## src/fspc_pkg.sv

```systemverilog
// Package of constants and types for the flash self-programming control block
//
// Contract
// [RULE1] Stall processor while operation is in progress
// [RULE2] Start bit begins operation, hardware clears it
// [RULE3] Software writes key 0x55 then 0xAA consecutively
// [RULE4] Unlock key register is write-only
// [RULE5] Start bit set-only by software, resets zero
// [RULE6] Erase select bit chooses erase or program
// [RULE7] Row write lasts 11064 oscillator cycles
// [RULE8] Page erase uses op_select 0010 with erase
// [RULE9] Row program uses op_select 0001 without erase
// [RULE10] Start without unlock sets sequence error flag
package fspc_pkg;
   // ==========================================================
   // Register offsets
   localparam logic [3:0] FSPC_ADDR_CONTROL = 4'h0;
   localparam logic [3:0] FSPC_ADDR_KEY = 4'h1;
   localparam logic [3:0] FSPC_ADDR_IRQ_STATUS = 4'h2;
   localparam logic [3:0] FSPC_ADDR_IRQ_ENABLE = 4'h3;
   localparam logic [3:0] FSPC_ADDR_IRQ_CLEAR = 4'h4;
   // ==========================================================
   // Control register fields
   localparam int FSPC_BIT_START = 15;
   localparam int FSPC_BIT_PROG_ENABLE = 14;
   localparam int FSPC_BIT_SEQ_ERROR = 13;
   localparam int FSPC_BIT_ERASE = 6;
   localparam logic [15:0] FSPC_CONTROL_RESET = 16'h0000;
   localparam logic [15:0] FSPC_CONTROL_WMASK = 16'h4047;
   // ==========================================================
   // Keys and operation codes
   localparam logic [7:0] FSPC_KEY_FIRST = 8'h55;
   localparam logic [7:0] FSPC_KEY_SECOND = 8'hAA;
   localparam logic [3:0] FSPC_OP_PAGE_ERASE = 4'h2;
   localparam logic [3:0] FSPC_OP_ROW_PROGRAM = 4'h1;
   localparam logic [3:0] FSPC_OP_WORD_PROGRAM = 4'h3;
   // ==========================================================
   // Timing: oscillator cycles per operation, oscillator rate in kHz
   localparam int FSPC_ROW_WRITE_OSC_CYCLES = 11064;
   localparam int FSPC_OSC_KHZ = 7370;
   localparam int FSPC_CORE_KHZ = 100000;
   localparam int FSPC_ROW_WRITE_CORE_CYCLES =
      (FSPC_ROW_WRITE_OSC_CYCLES * (FSPC_CORE_KHZ / 1000) * 1000 + FSPC_OSC_KHZ - 1)
      / FSPC_OSC_KHZ;
   // ==========================================================
   // Interrupt status bits
   localparam int FSPC_IRQ_DONE = 0;
   localparam int FSPC_IRQ_SEQ_ERR = 1;
   localparam logic [1:0] FSPC_IRQ_RESET = 2'h0;
   // ==========================================================
   // Types
   typedef enum logic [1:0] {
      FSPC_KEY_IDLE = 2'b00,
      FSPC_KEY_GOT_FIRST = 2'b01,
      FSPC_KEY_UNLOCKED = 2'b10
   } fspc_key_state_t;
endpackage

```

## src/fspc_timer_if.sv

```systemverilog
// Interface between the sequencer and its operation timer
`timescale 1ns/1ps
`default_nettype none
interface fspc_timer_if;
   logic start;
   logic busy;
   logic done;
   modport ctrl (output start, input busy, input done);
   modport timer (input start, output busy, output done);
endinterface
`default_nettype wire

```

## src/fspc_op_timer.sv

```systemverilog
// Self-timed operation counter on core_clk, stepped by an internal fractional oscillator-rate tick
`timescale 1ns/1ps
`default_nettype none
module fspc_op_timer
   import fspc_pkg::*;
#(
   parameter int OSC_CYCLES = FSPC_ROW_WRITE_OSC_CYCLES,
   parameter int OSC_KHZ = FSPC_OSC_KHZ,
   parameter int CORE_KHZ = FSPC_CORE_KHZ
) (
   input wire logic core_clk,
   input wire logic rst,
   fspc_timer_if.timer tif
);
   // ==========================================================
   // State
   typedef struct packed {
      logic [31:0] phase;
      logic [15:0] remain;
      logic busy;
      logic done;
   } fspc_timer_state_t;
   fspc_timer_state_t state_ff;
   fspc_timer_state_t nxt_state;

   // ==========================================================
   // Fractional divider: one tick per oscillator cycle
   always_comb begin
      nxt_state = state_ff;
      nxt_state.done = 1'b0;
      if (tif.start && !state_ff.busy) begin
         nxt_state.busy = 1'b1;
         nxt_state.remain = 16'(OSC_CYCLES); // see [RULE7]
         nxt_state.phase = 32'h0000_0000;
      end else if (state_ff.busy) begin
         if (state_ff.phase + 32'(OSC_KHZ) >= 32'(CORE_KHZ)) begin
            nxt_state.phase = state_ff.phase + 32'(OSC_KHZ) - 32'(CORE_KHZ);
            if (state_ff.remain == 16'h0001) begin
               nxt_state.busy = 1'b0; // see [RULE7]
               nxt_state.done = 1'b1;
               nxt_state.remain = 16'h0000;
            end else begin
               nxt_state.remain = state_ff.remain - 16'h0001;
            end
         end else begin
            nxt_state.phase = state_ff.phase + 32'(OSC_KHZ);
         end
      end
   end

   always_ff @(posedge core_clk or posedge rst) begin
      if (rst) begin
         state_ff <= '0;
      end else begin
         state_ff <= nxt_state;
      end
   end

   assign tif.busy = state_ff.busy;
   assign tif.done = state_ff.done;
endmodule
`default_nettype wire

```

## src/fspc_top.sv

```systemverilog
// Flash self-programming sequencer with control, key and interrupt registers
`timescale 1ns/1ps
`default_nettype none
module fspc_top
   import fspc_pkg::*;
#(
   parameter int OSC_CYCLES = FSPC_ROW_WRITE_OSC_CYCLES
) (
   input wire logic core_clk,
   input wire logic rst,
   input wire logic [3:0] reg_addr,
   input wire logic [15:0] reg_wdata,
   input wire logic reg_wr,
   input wire logic reg_rd,
   output logic [15:0] reg_rdata,
   output logic cpu_stall,
   output logic flash_erase,
   output logic flash_program,
   output logic [3:0] flash_op,
   output logic irq
);
   // ==========================================================
   // State
   typedef struct packed {
      logic start;
      logic prog_enable;
      logic seq_error;
      logic erase;
      logic [3:0] op_select;
      fspc_key_state_t key;
      logic [1:0] irq_status;
      logic [1:0] irq_enable;
      logic [15:0] rdata;
      logic run;
      logic run_erase;
      logic [3:0] run_op;
   } fspc_state_t;
   fspc_state_t state_ff;
   fspc_state_t nxt_state;

   fspc_timer_if tif ();

   fspc_op_timer #(.OSC_CYCLES(OSC_CYCLES)) u_timer (
      .core_clk(core_clk),
      .rst(rst),
      .tif(tif)
   );

   function automatic logic [15:0] control_word(input fspc_state_t s);
      logic [15:0] w;
      w = 16'h0000;
      w[FSPC_BIT_START] = s.start;
      w[FSPC_BIT_PROG_ENABLE] = s.prog_enable;
      w[FSPC_BIT_SEQ_ERROR] = s.seq_error;
      w[FSPC_BIT_ERASE] = s.erase;
      w[3:0] = s.op_select;
      return w;
   endfunction

   logic ctl_wr;
   logic start_req;
   logic [1:0] irq_set;

   // ==========================================================
   // Next-state logic
   always_comb begin
      nxt_state = state_ff;
      ctl_wr = reg_wr && (reg_addr == FSPC_ADDR_CONTROL);
      start_req = ctl_wr && reg_wdata[FSPC_BIT_START] && !state_ff.start;
      irq_set = 2'b00;
      tif.start = 1'b0;
      // Any register write other than the second key breaks the unlock
      if (reg_wr) begin
         nxt_state.key = FSPC_KEY_IDLE; // see [RULE3]
      end
      if (reg_wr && reg_addr == FSPC_ADDR_KEY) begin
         if (reg_wdata[7:0] == FSPC_KEY_FIRST) begin
            nxt_state.key = FSPC_KEY_GOT_FIRST; // see [RULE3]
         end else if (reg_wdata[7:0] == FSPC_KEY_SECOND && state_ff.key == FSPC_KEY_GOT_FIRST) begin
            nxt_state.key = FSPC_KEY_UNLOCKED; // see [RULE3]
         end
      end
      if (ctl_wr && !state_ff.start) begin
         nxt_state.prog_enable = reg_wdata[FSPC_BIT_PROG_ENABLE];
         nxt_state.erase = reg_wdata[FSPC_BIT_ERASE]; // see [RULE6]
         nxt_state.op_select = reg_wdata[3:0];
         if (!reg_wdata[FSPC_BIT_SEQ_ERROR]) begin
            nxt_state.seq_error = 1'b0;
         end
      end
      if (start_req) begin
         if (state_ff.key == FSPC_KEY_UNLOCKED && reg_wdata[FSPC_BIT_PROG_ENABLE]) begin
            nxt_state.start = 1'b1; // see [RULE5]
            nxt_state.seq_error = 1'b0; // see [RULE10]
            nxt_state.run = 1'b1;
            nxt_state.run_erase = reg_wdata[FSPC_BIT_ERASE]; // see [RULE6]
            nxt_state.run_op = reg_wdata[3:0];
            tif.start = 1'b1; // see [RULE2]
         end else begin
            nxt_state.seq_error = 1'b1; // see [RULE10]
            irq_set[FSPC_IRQ_SEQ_ERR] = 1'b1;
         end
      end
      if (tif.done) begin
         nxt_state.start = 1'b0; // see [RULE2]
         nxt_state.run = 1'b0;
         irq_set[FSPC_IRQ_DONE] = 1'b1;
      end
      // Interrupt registers: set wins over clear
      if (reg_wr && reg_addr == FSPC_ADDR_IRQ_ENABLE) begin
         nxt_state.irq_enable = reg_wdata[1:0];
      end
      if (reg_wr && reg_addr == FSPC_ADDR_IRQ_CLEAR) begin
         nxt_state.irq_status = state_ff.irq_status & ~reg_wdata[1:0];
      end
      nxt_state.irq_status = nxt_state.irq_status | irq_set;
      // Read data; key reads as zero
      nxt_state.rdata = 16'h0000;
      if (reg_rd) begin
         if (reg_addr == FSPC_ADDR_CONTROL) begin
            nxt_state.rdata = control_word(state_ff);
         end else if (reg_addr == FSPC_ADDR_KEY) begin
            nxt_state.rdata = 16'h0000; // see [RULE4]
         end else if (reg_addr == FSPC_ADDR_IRQ_STATUS) begin
            nxt_state.rdata = {14'h0000, state_ff.irq_status};
         end else if (reg_addr == FSPC_ADDR_IRQ_ENABLE) begin
            nxt_state.rdata = {14'h0000, state_ff.irq_enable};
         end else begin
            nxt_state.rdata = 16'h0000;
         end
      end
   end

   always_ff @(posedge core_clk or posedge rst) begin
      if (rst) begin
         state_ff <= '{start: 1'b0, prog_enable: 1'b0, seq_error: 1'b0, erase: 1'b0,
                      op_select: 4'h0, key: FSPC_KEY_IDLE, irq_status: FSPC_IRQ_RESET,
                      irq_enable: 2'h0, rdata: 16'h0000, run: 1'b0, run_erase: 1'b0,
                      run_op: 4'h0};
      end else begin
         state_ff <= nxt_state;
      end
   end

   // ==========================================================
   // Outputs
   assign reg_rdata = state_ff.rdata;
   assign cpu_stall = state_ff.run; // see [RULE1]
   assign flash_erase = state_ff.run && state_ff.run_erase; // see [RULE8]
   assign flash_program = state_ff.run && !state_ff.run_erase; // see [RULE9]
   assign flash_op = state_ff.run_op;
   assign irq = |(state_ff.irq_status & state_ff.irq_enable);
endmodule
`default_nettype wire

```

## config.mk

```make
export PLATFORM = sky130hd
export DESIGN_NAME = fspc_top
export DESIGN_NICKNAME = d
export VERILOG_FILES = /design/src/fspc_pkg.sv /design/src/fspc_timer_if.sv /design/src/fspc_op_timer.sv /design/src/fspc_top.sv
export SDC_FILE = /design/constraint.sdc
export NUM_CORES = 1
export LEC_CHECK = 0
export BUFFER_PORTS_ARGS = -buffer_cell sky130_fd_sc_hd__buf_2
export CAP_MARGIN = 20
export CORE_MARGIN = 8
export CORE_UTILIZATION = 55
export DETAILED_ROUTE_END_ITERATION = 10
export PLACE_DENSITY_LB_ADDON = 0.15
export SLEW_MARGIN = 25
export SYNTH_ARGS = -nofsm -noshare
export SYNTH_HDL_FRONTEND = slang
export SYNTH_SLANG_ARGS = --single-unit
```

## constraint.sdc

```tcl
create_clock -name core_clk -period 3.21 [get_ports core_clk]
set_input_delay 0.1605 -clock core_clk [delete_from_list [all_inputs] [get_ports core_clk]]
set_output_delay 0.1605 -clock core_clk [all_outputs]
set_load 0.01 [all_outputs]
```

==> key figures, run 1 <==
Run status
  – Status: finished clean

Timing
  – Clk_skew: 0.0125 ns
  – Final worst slack: 0.00143 ns
  – Rel. slew slack: 0.509
  – Setup_tns: 0 ns
  – Post-layout minimum cycle time: around 3.2 ns
  – Max Clk Rate: 312 MHz
  – RSZ-0062 raised after global routing: true
  – Final Slew Violations: 0
  – Slew @ Worst Pin: roughly 0.74 ns
  – Final Cycle Share: 1.00
  – Final hold vios: 0
  – Final Setup Violations: 0

Power
  – PwrDens: 291 nW/um^2
  – Flop pwr share: 0.529
  – Switching share of power: 0.240
  – Logic pwr share: 0.035
  – P_int: around 1400 uW
  – Clock power share: 0.436
  – Max IR drop VDD: around 0.00016 V
  – Lkg Pwr: about 0.0028 uW
  – P_sw: 444 uW

Worst setup path
  – Reg2reg end: u_timer.state_ff[43]
  – Max incr delay on CP: approximately 0.44 ns
  – Arrival @ worst endpoint: around 3.5 ns
  – Endpoint class of the critical path: flip-flop
  – Most used cell, CP: buf_6
  – R2R Setup Slk: approximately 0.0014 ns
  – CP Data Required Time: roughly 3.5 ns
  – Worst Setup EP: u_timer.state_ff[43]
  – CP startpoint: u_timer.state_ff[19]
  – Slowest cell on the critical path: or4_4
  – Setup CP Type: reg2reg
  – Crit path launch type: flip-flop
  – Critical Path Fanout Max: 6
  – R2R Path Start: u_timer.state_ff[19]
  – Worst R2R Path Depth: 13
  – CP Cell Sequence: ha_4, o211a_4, a2111oi_4, buf_6, nor2_2, or4_4, a21oi_4, buf_6, and2b_1, o211ai_1, o311a_1, a211oi_2, o22ai_1

GRT
  – GRT Overall Usage: 0.226
  – First-pass GRT wire length: roughly 24000 microns
  – Vias in the first global route: approximately 5.0k
  – Largest net degree at the start of global routing: 60
  – Initial antenna violation count: 0
  – GR Overflow Total: 0

Finish
  – ANT cells: 0
  – Layout Utilization: 0.690
  – Commonest non-fill, non-tap cells in the layout: buf_4 (85), dfrtp_1 (76), nand2_1 (60)
  – Final nets: ~750
  – Leading cell type in the layout, fill and taps excluded: buf_4
  – Finished layout cell area: between 6000 and 7000 sq um
  – Ratio of cells with drive above 1 in the final layout: 0.280
  – Fin cells: approximately 850
  – Layout area overhead: 21.3%

Route
  – Via density: just over 6
  – Post-route ant nets: 0
  – Pre-antenna DRT Iters: 4
  – DR iter-0 viols: slightly above 300
  – Routed WL: roughly 14000 microns
  – DR DRC count: 0
  – Per-cell routed wire length: between 15 and 20 microns
  – Via count: slightly above 5k

CTS
  – Clk Latency, worst-skew pair: 0.36 ns
  – H-tree levels: 3
  – Num CTS Buffers: 9
  – TritonCTS clock tree: yes
  – Count of clock tree sinks: between 70 and 80
  – CTS root buf: clkbuf_8
  – Worst-path clk slew: 0.09 ns
  – Clock tree buffer depth: 2

Place
  – Hpwl dp: between 10000 and 15000 microns
  – Placed cell areas: 5960 sq um
  – Input/output buffers: 34
  – DP Worst Slack: -0.251 ns
  – Final Wtd Congestion: between 0.9 and 1
  – Placed insts: roughly 830

Synth
  – Synth Area in Compound Gates: 0.214
  – XOR/XNOR Fraction of Synth Area: 0.0366
  – Largest family of logic cells by synthesized area: simple AND/OR/NAND/NOR gates
  – FF+latch count, synth: 77
  – Post-synthesis average cell area: approximately 8.4 sq um
  – Syn. warnings: 0
  – Post-synthesis adder-cell area fraction: 0.00952
  – Mux cell area share after synthesis: 0.0433
  – Synth Cell Area: 5260 sq um
  – Main synth FF type: dfrtp_1
  – Simple-gate portion of the synthesized area: 0.254
  – Syn Inst Count: 629
  – Seq/Total Area, Yosys: 0.366
  – Ys async rst share: 1.00
  – EDFF count, synth: 0
  – Unique masters post-synth: a little over 70

Hold path
  – Min-Delay Path Class: in2reg

Floorplanning
  – Die span in x: approximately 110 microns
  – DIE HEIGHT: ~110 microns
  – FP Rows: 35
  – Die area: around 13000 sq um
  – Core ar.: 9240 sq um
  – Boundary pin count: 48
  – Initial Utilization: 0.569

Job
  – MaxCap Viol Count: 0
-- Yosys cell counts, types with 4 or more instances --
master | count | area (sq um)
nor2_1 | 47 | 176
o211ai_1 | 12 | 90.1
nand3_1 | 32 | 160
a211oi_1 | 6 | 45.0
xnor2_1 | 11 | 96.3
a21oi_1 | 23 | 115
xor2_1 | 11 | 96.3
o22ai_1 | 6 | 37.5
and2_1 | 11 | 68.8
buf_2 | 4 | 20.0
ha_1 | 4 | 50.1
o31ai_1 | 8 | 60.1
nor4b_1 | 4 | 35.0
nand4_1 | 12 | 75.1
nand2b_1 | 9 | 56.3
o21ai_0 | 50 | 250
or2_2 | 8 | 50.1
clkbuf_1 | 23 | 86.3
nand2_1 | 61 | 229
buf_4 | 20 | 150
inv_1 | 24 | 90.1
o21bai_1 | 8 | 60.1
nor4_1 | 7 | 43.8
or3_1 | 12 | 75.1
mux2i_1 | 7 | 70.1
nor3_1 | 25 | 125
a31oi_1 | 15 | 93.8
dfrtp_1 | 77 | 1930
o21a_1 | 4 | 30.0
nand3b_1 | 8 | 60.1
mux2_2 | 14 | 158
-- power groups by stage --
stage | logic, uW | registers, uW | clock network, uW
after global placement | 61.9 | 1000 | 0
after global routing | 72.5 | 982 | 855
final | 64.2 | 981 | 808
after CTS | 64.2 | 981 | 826
after detailed placement | 64.1 | 1000 | 0
after floorplan | 43.3 | 999 | 0
-- state kept, by name, summed over array words and instances, names as in the netlist --
name / count
cpu_stall: 1
flash_op: 4
reg_rdata: 8
state_ff: 15
u_timer.state_ff: 47
u_timer.tif.busy: 1
u_timer.tif.done: 1
-- critical path, delay by kind of cell, from the launching register on --
family | cells | cell delay (ns)
flops | 1 | 0.42
fa+ha+maj | 1 | 0.18
buf+inv | 2 | 0.33
simple gates | 3 | 0.63
compound gates | 7 | 1.55
-- worst min path at each step --
stage                             start                   end  slack, ns  depth (start not counted)
after floorplan                  reg_wr          state_ff[27]       0.27                          1
after global placement              rst           flash_op[0]       0.42                          2
after detailed placement  reg_wdata[14]          state_ff[34]       0.42                          2
after CTS                           rst  u_timer.state_ff[11]       0.04                          2
after global routing      reg_wdata[14]          state_ff[34]       0.04                          2
final                     reg_wdata[14]          state_ff[34]       0.05                          2
-- metrics by stage --
| step | hold WS, ns | total power [uW] |
|---|---|---|
| after floorplan | 0.269 | 1040 |
| after CTS | 0.0369 | 1870 |
| after detailed placement | 0.416 | 1060 |
| after global placement | 0.416 | 1060 |
| final | 0.0508 | 1850 |
| after global routing | 0.0436 | 1910 |
-- area by class of cell --
| cell class | count | area, sq um |
|---|---|---|
| clock buffer | 11 | 151 |
| clock inverter | 5 | 66.3 |
| fill | 779 | 2860 |
| inverter | 25 | 96.3 |
| multi-input combinational | 481 | 3120 |
| sequential | 77 | 1930 |
| tap | 129 | 161 |
| timing repair buffer | 123 | 852 |
-- cell families (layout without fill, tap and decap cells) --
kind of cell    after synthesis  count (layout)
simple gates                257             257
compound gates              169             169
buf+inv                      78             164
flops                        77              77
xor+xnor                     22              22
mux                          21              21
fa+ha+maj                     4               4
other cells                   1               8
-- metal layers --
| metal | part of all wire | global-route usage | vias up |
|---|---|---|---|
| li1 | - | - | 2455 |
| met1 | 0.44 | 0.288 | 2537 |
| met2 | 0.49 | 0.373 | 165 |
| met3 | 0.052 | 0.0343 | 35 |
| met4 | 0.021 | 0.0994 | 0 |
| met5 | 0 | 0 | - |
-- repair_timing --
| action | CTS | global route |
|---|---|---|
| pin swaps | 4 | 10 |
| buffers inserted | 4 | 1 |
| endpoints found under the setup margin | 22 | 33 |
| hold endpoints to repair | 0 | 6 |
| resized for setup | 9 | 27 |
| hold buffers | 0 | 1 |
Note: power is estimated with default switching activity, not from simulation.
==> inputs of run 2 (changes only) <==
--- a/config.mk
+++ b/config.mk
@@ -7,10 +7,12 @@
 export LEC_CHECK = 0
 export BUFFER_PORTS_ARGS = -buffer_cell sky130_fd_sc_hd__buf_2
 export CAP_MARGIN = 20
+export CORE_ASPECT_RATIO = 0.5
 export CORE_MARGIN = 8
 export CORE_UTILIZATION = 55
 export DETAILED_ROUTE_END_ITERATION = 10
 export PLACE_DENSITY_LB_ADDON = 0.15
+export RECOVER_POWER = 100
 export SLEW_MARGIN = 25
 export SYNTH_ARGS = -nofsm -noshare
 export SYNTH_HDL_FRONTEND = slang
==> key figures, run 2 (synthesis results as in run 1) <==
Timing
  – Final Cycle Share: 1.03 (+0.0262)
  – Clk_skew: 0.00662 ns (-0.00590 ns)
  – Hold slack: 0.0737 ns (+0.0229 ns)
  – RSZ-0062 raised after global routing: true
  – Final hold vios: 0 (unchanged)
  – Max Clk Rate: 304 MHz (-2.6%)
  – Final Slew Violations: 41 (+41)
  – Slew @ Worst Pin: 1.77 ns (+1.03 ns)
  – Post-layout minimum cycle time: 3.29 ns (+0.0840 ns)
  – Final worst slack: -0.0826 ns (-0.0840 ns)
  – Rel. slew slack: -0.186 (-0.695)
  – Final Setup Violations: 7 (+7)

GRT
  – First-pass GRT wire length: 24500 microns (+2.4%)
  – Vias in the first global route: 5006 (-0.65%)
  – Initial antenna violation count: 0 (unchanged)
  – GR Overflow Total: 0 (unchanged)
  – GRT Overall Usage: 0.226 (-0.000421)
  – Largest net degree at the start of global routing: 41 (-32%)

Floorplanning
  – Boundary pin count: 48 (unchanged)
  – Initial Utilization: 0.562 (-0.00685)
  – Core ar.: 9350 sq um (+1.2%)
  – Die span in x: 154 microns (+36%)
  – DIE HEIGHT: 85.1 microns (-25%)
  – FP Rows: 25 (-29%)
  – Die area: 13100 sq um (+1.5%)

CTS
  – Worst-path clk slew: 0.07 ns (-0.02 ns)
  – Num CTS Buffers: 9 (unchanged)
  – Clock tree buffer depth: 2 (unchanged)
  – Clk Latency, worst-skew pair: 0.35 ns (about the same)
  – Count of clock tree sinks: 77 (unchanged)
  – H-tree levels: 3 (unchanged)
  – TritonCTS clock tree: yes
  – CTS root buf: clkbuf_16

Run status
  – Failing checks: max-capacitance violations, max-slew violations, negative setup slack
  – Status: finished, violations left

Route
  – Per-cell routed wire length: 17.5 microns (+2.9%)
  – Post-route ant nets: 0 (unchanged)
  – DR iter-0 viols: 330 (+7.1%)
  – Via count: 5303 (+2.1%)
  – Via density: 6.09 (-0.21%)
  – DR DRC count: 0 (unchanged)
  – Pre-antenna DRT Iters: 5 (+1)
  – Routed WL: 15300 microns (+5.3%)

Hold path
  – Min-Delay Path Class: in2reg

Worst setup path
  – Arrival @ worst endpoint: 3.55 ns (+0.10 ns)
  – CP Data Required Time: 3.46 ns (about the same)
  – Setup CP Type: reg2reg
  – Critical Path Fanout Max: 15 (+9)
  – Endpoint class of the critical path: flip-flop
  – Crit path launch type: flip-flop

Finish
  – Reg with most FFs: u_timer.state_ff
  – ANT cells: 0 (unchanged)
  – Leading cell type in the layout, fill and taps excluded: buf_4
  – Ratio of cells with drive above 1 in the final layout: 0.283 (+0.00289)
  – Max reg flops: 47 (unchanged)
  – Commonest non-fill, non-tap cells in the layout: buf_4 (106), dfrtp_1 (77), nand2_1 (60)
  – # fillers: 744 (-4.5%)
  – Layout area overhead: 27.4%
  – Final nets: 773 (+3.8%)

Place
  – Hpwl dp: 10400 microns (+0.63%)
  – Final Wtd Congestion: 0.941 (+1.9%)
  – Input/output buffers: 34 (unchanged)

Job
  – MaxCap Viol Count: 1 (+1)

Power
  – Lkg Pwr: 0.00295 uW (+4.4%)
  – PwrDens: 307 nW/um^2 (+5.5%)
  – Total power: 2050 uW (+11%)
  – Max IR drop VDD: 0.000255 V (+60%)
-- run 2: what timing repair did --
action                     in CTS  in global routing
hold endpoints to repair       38                  0
buffers inserted                3                 11
gates resized for setup         9                 50
hold buffers                    1                  0
gates cloned                    0                  1
setup endpoints to repair      25                 29
pin swaps                       3                 28
-- run 2: worst paths after layout --
kind,depth (start not counted),slack (ns),end,start
max,14,-0.08,u_timer.state_ff[41],u_timer.state_ff[19]
min,2,0.07,state_ff[34],reg_wdata[14]
max reg2reg,14,-0.08,u_timer.state_ff[41],u_timer.state_ff[19]
min reg2reg,1,0.47,u_timer.state_ff[16],u_timer.state_ff[16]
max in group asynchronous,4,0.92,u_timer.state_ff[2],rst
min in group asynchronous,3,0.80,reg_rdata[14],rst
-- run 2: cell type report --
cell class,instances,area (sq um),share of cell area
Clock inverter,7,65.1,0.00971
Timing Repair Buffer,151,1060,0.158
Multi-Input combinational cell,481,3180,0.474
Sequential cell,77,1930,0.288
Inverter,25,95.1,0.0142
Tap cell,121,151,0.0226
Clock buffer,9,225,0.0336
-- run 2: power by group --
part           total [uW]  internal (uW)  switching, uW
Sequential            983            977           5.45
Combinational        63.2           19.7           43.4
Clock                1010            546            463
Total                2050           1540            511
-- run 2: layer usage --
metal / global-route usage / vias to the layer above / routed length, microns
li1: - / 2490 / -
met1: 0.287 / 2584 / 6610
met2: 0.381 / 195 / 7330
met3: 0.0451 / 34 / 1010
met4: 0.0724 / 0 / 308
met5: 0 / - / 0
-- run 2: per-stage QoR --
step | cell area, sq um | util | setup slack [ns] | instances | TNS [ns]
final | 6700 | 0.716 | -0.0826 | 871 | -0.289
after global routing | 6700 | 0.716 | -0.218 | 871 | -2.36
after CTS | 6450 | 0.690 | -0.0789 | 859 | -0.0789
after detailed placement | 6080 | 0.651 | -0.292 | 839 | -1.89
after global placement | 6080 | 0.651 | -0.146 | 839 | -0.622
after floorplan | 5300 | - | -0.0591 | 636 | -0.175
-- run 2: worst max-delay path, cell delays in order, from the launching register on --
cell and delay, ns:
dfrtp_1 0.42, ha_4 0.19, o211a_4 0.25, a2111o_1 0.50
nor3_1 0.22, o2111ai_1 0.18, a21oi_2 0.20, nor2_2 0.05
buf_4 0.23, o211ai_1 0.35, buf_4 0.18, buf_4 0.11
xnor2_2 0.11, nand3_1 0.10, o211ai_1 0.11
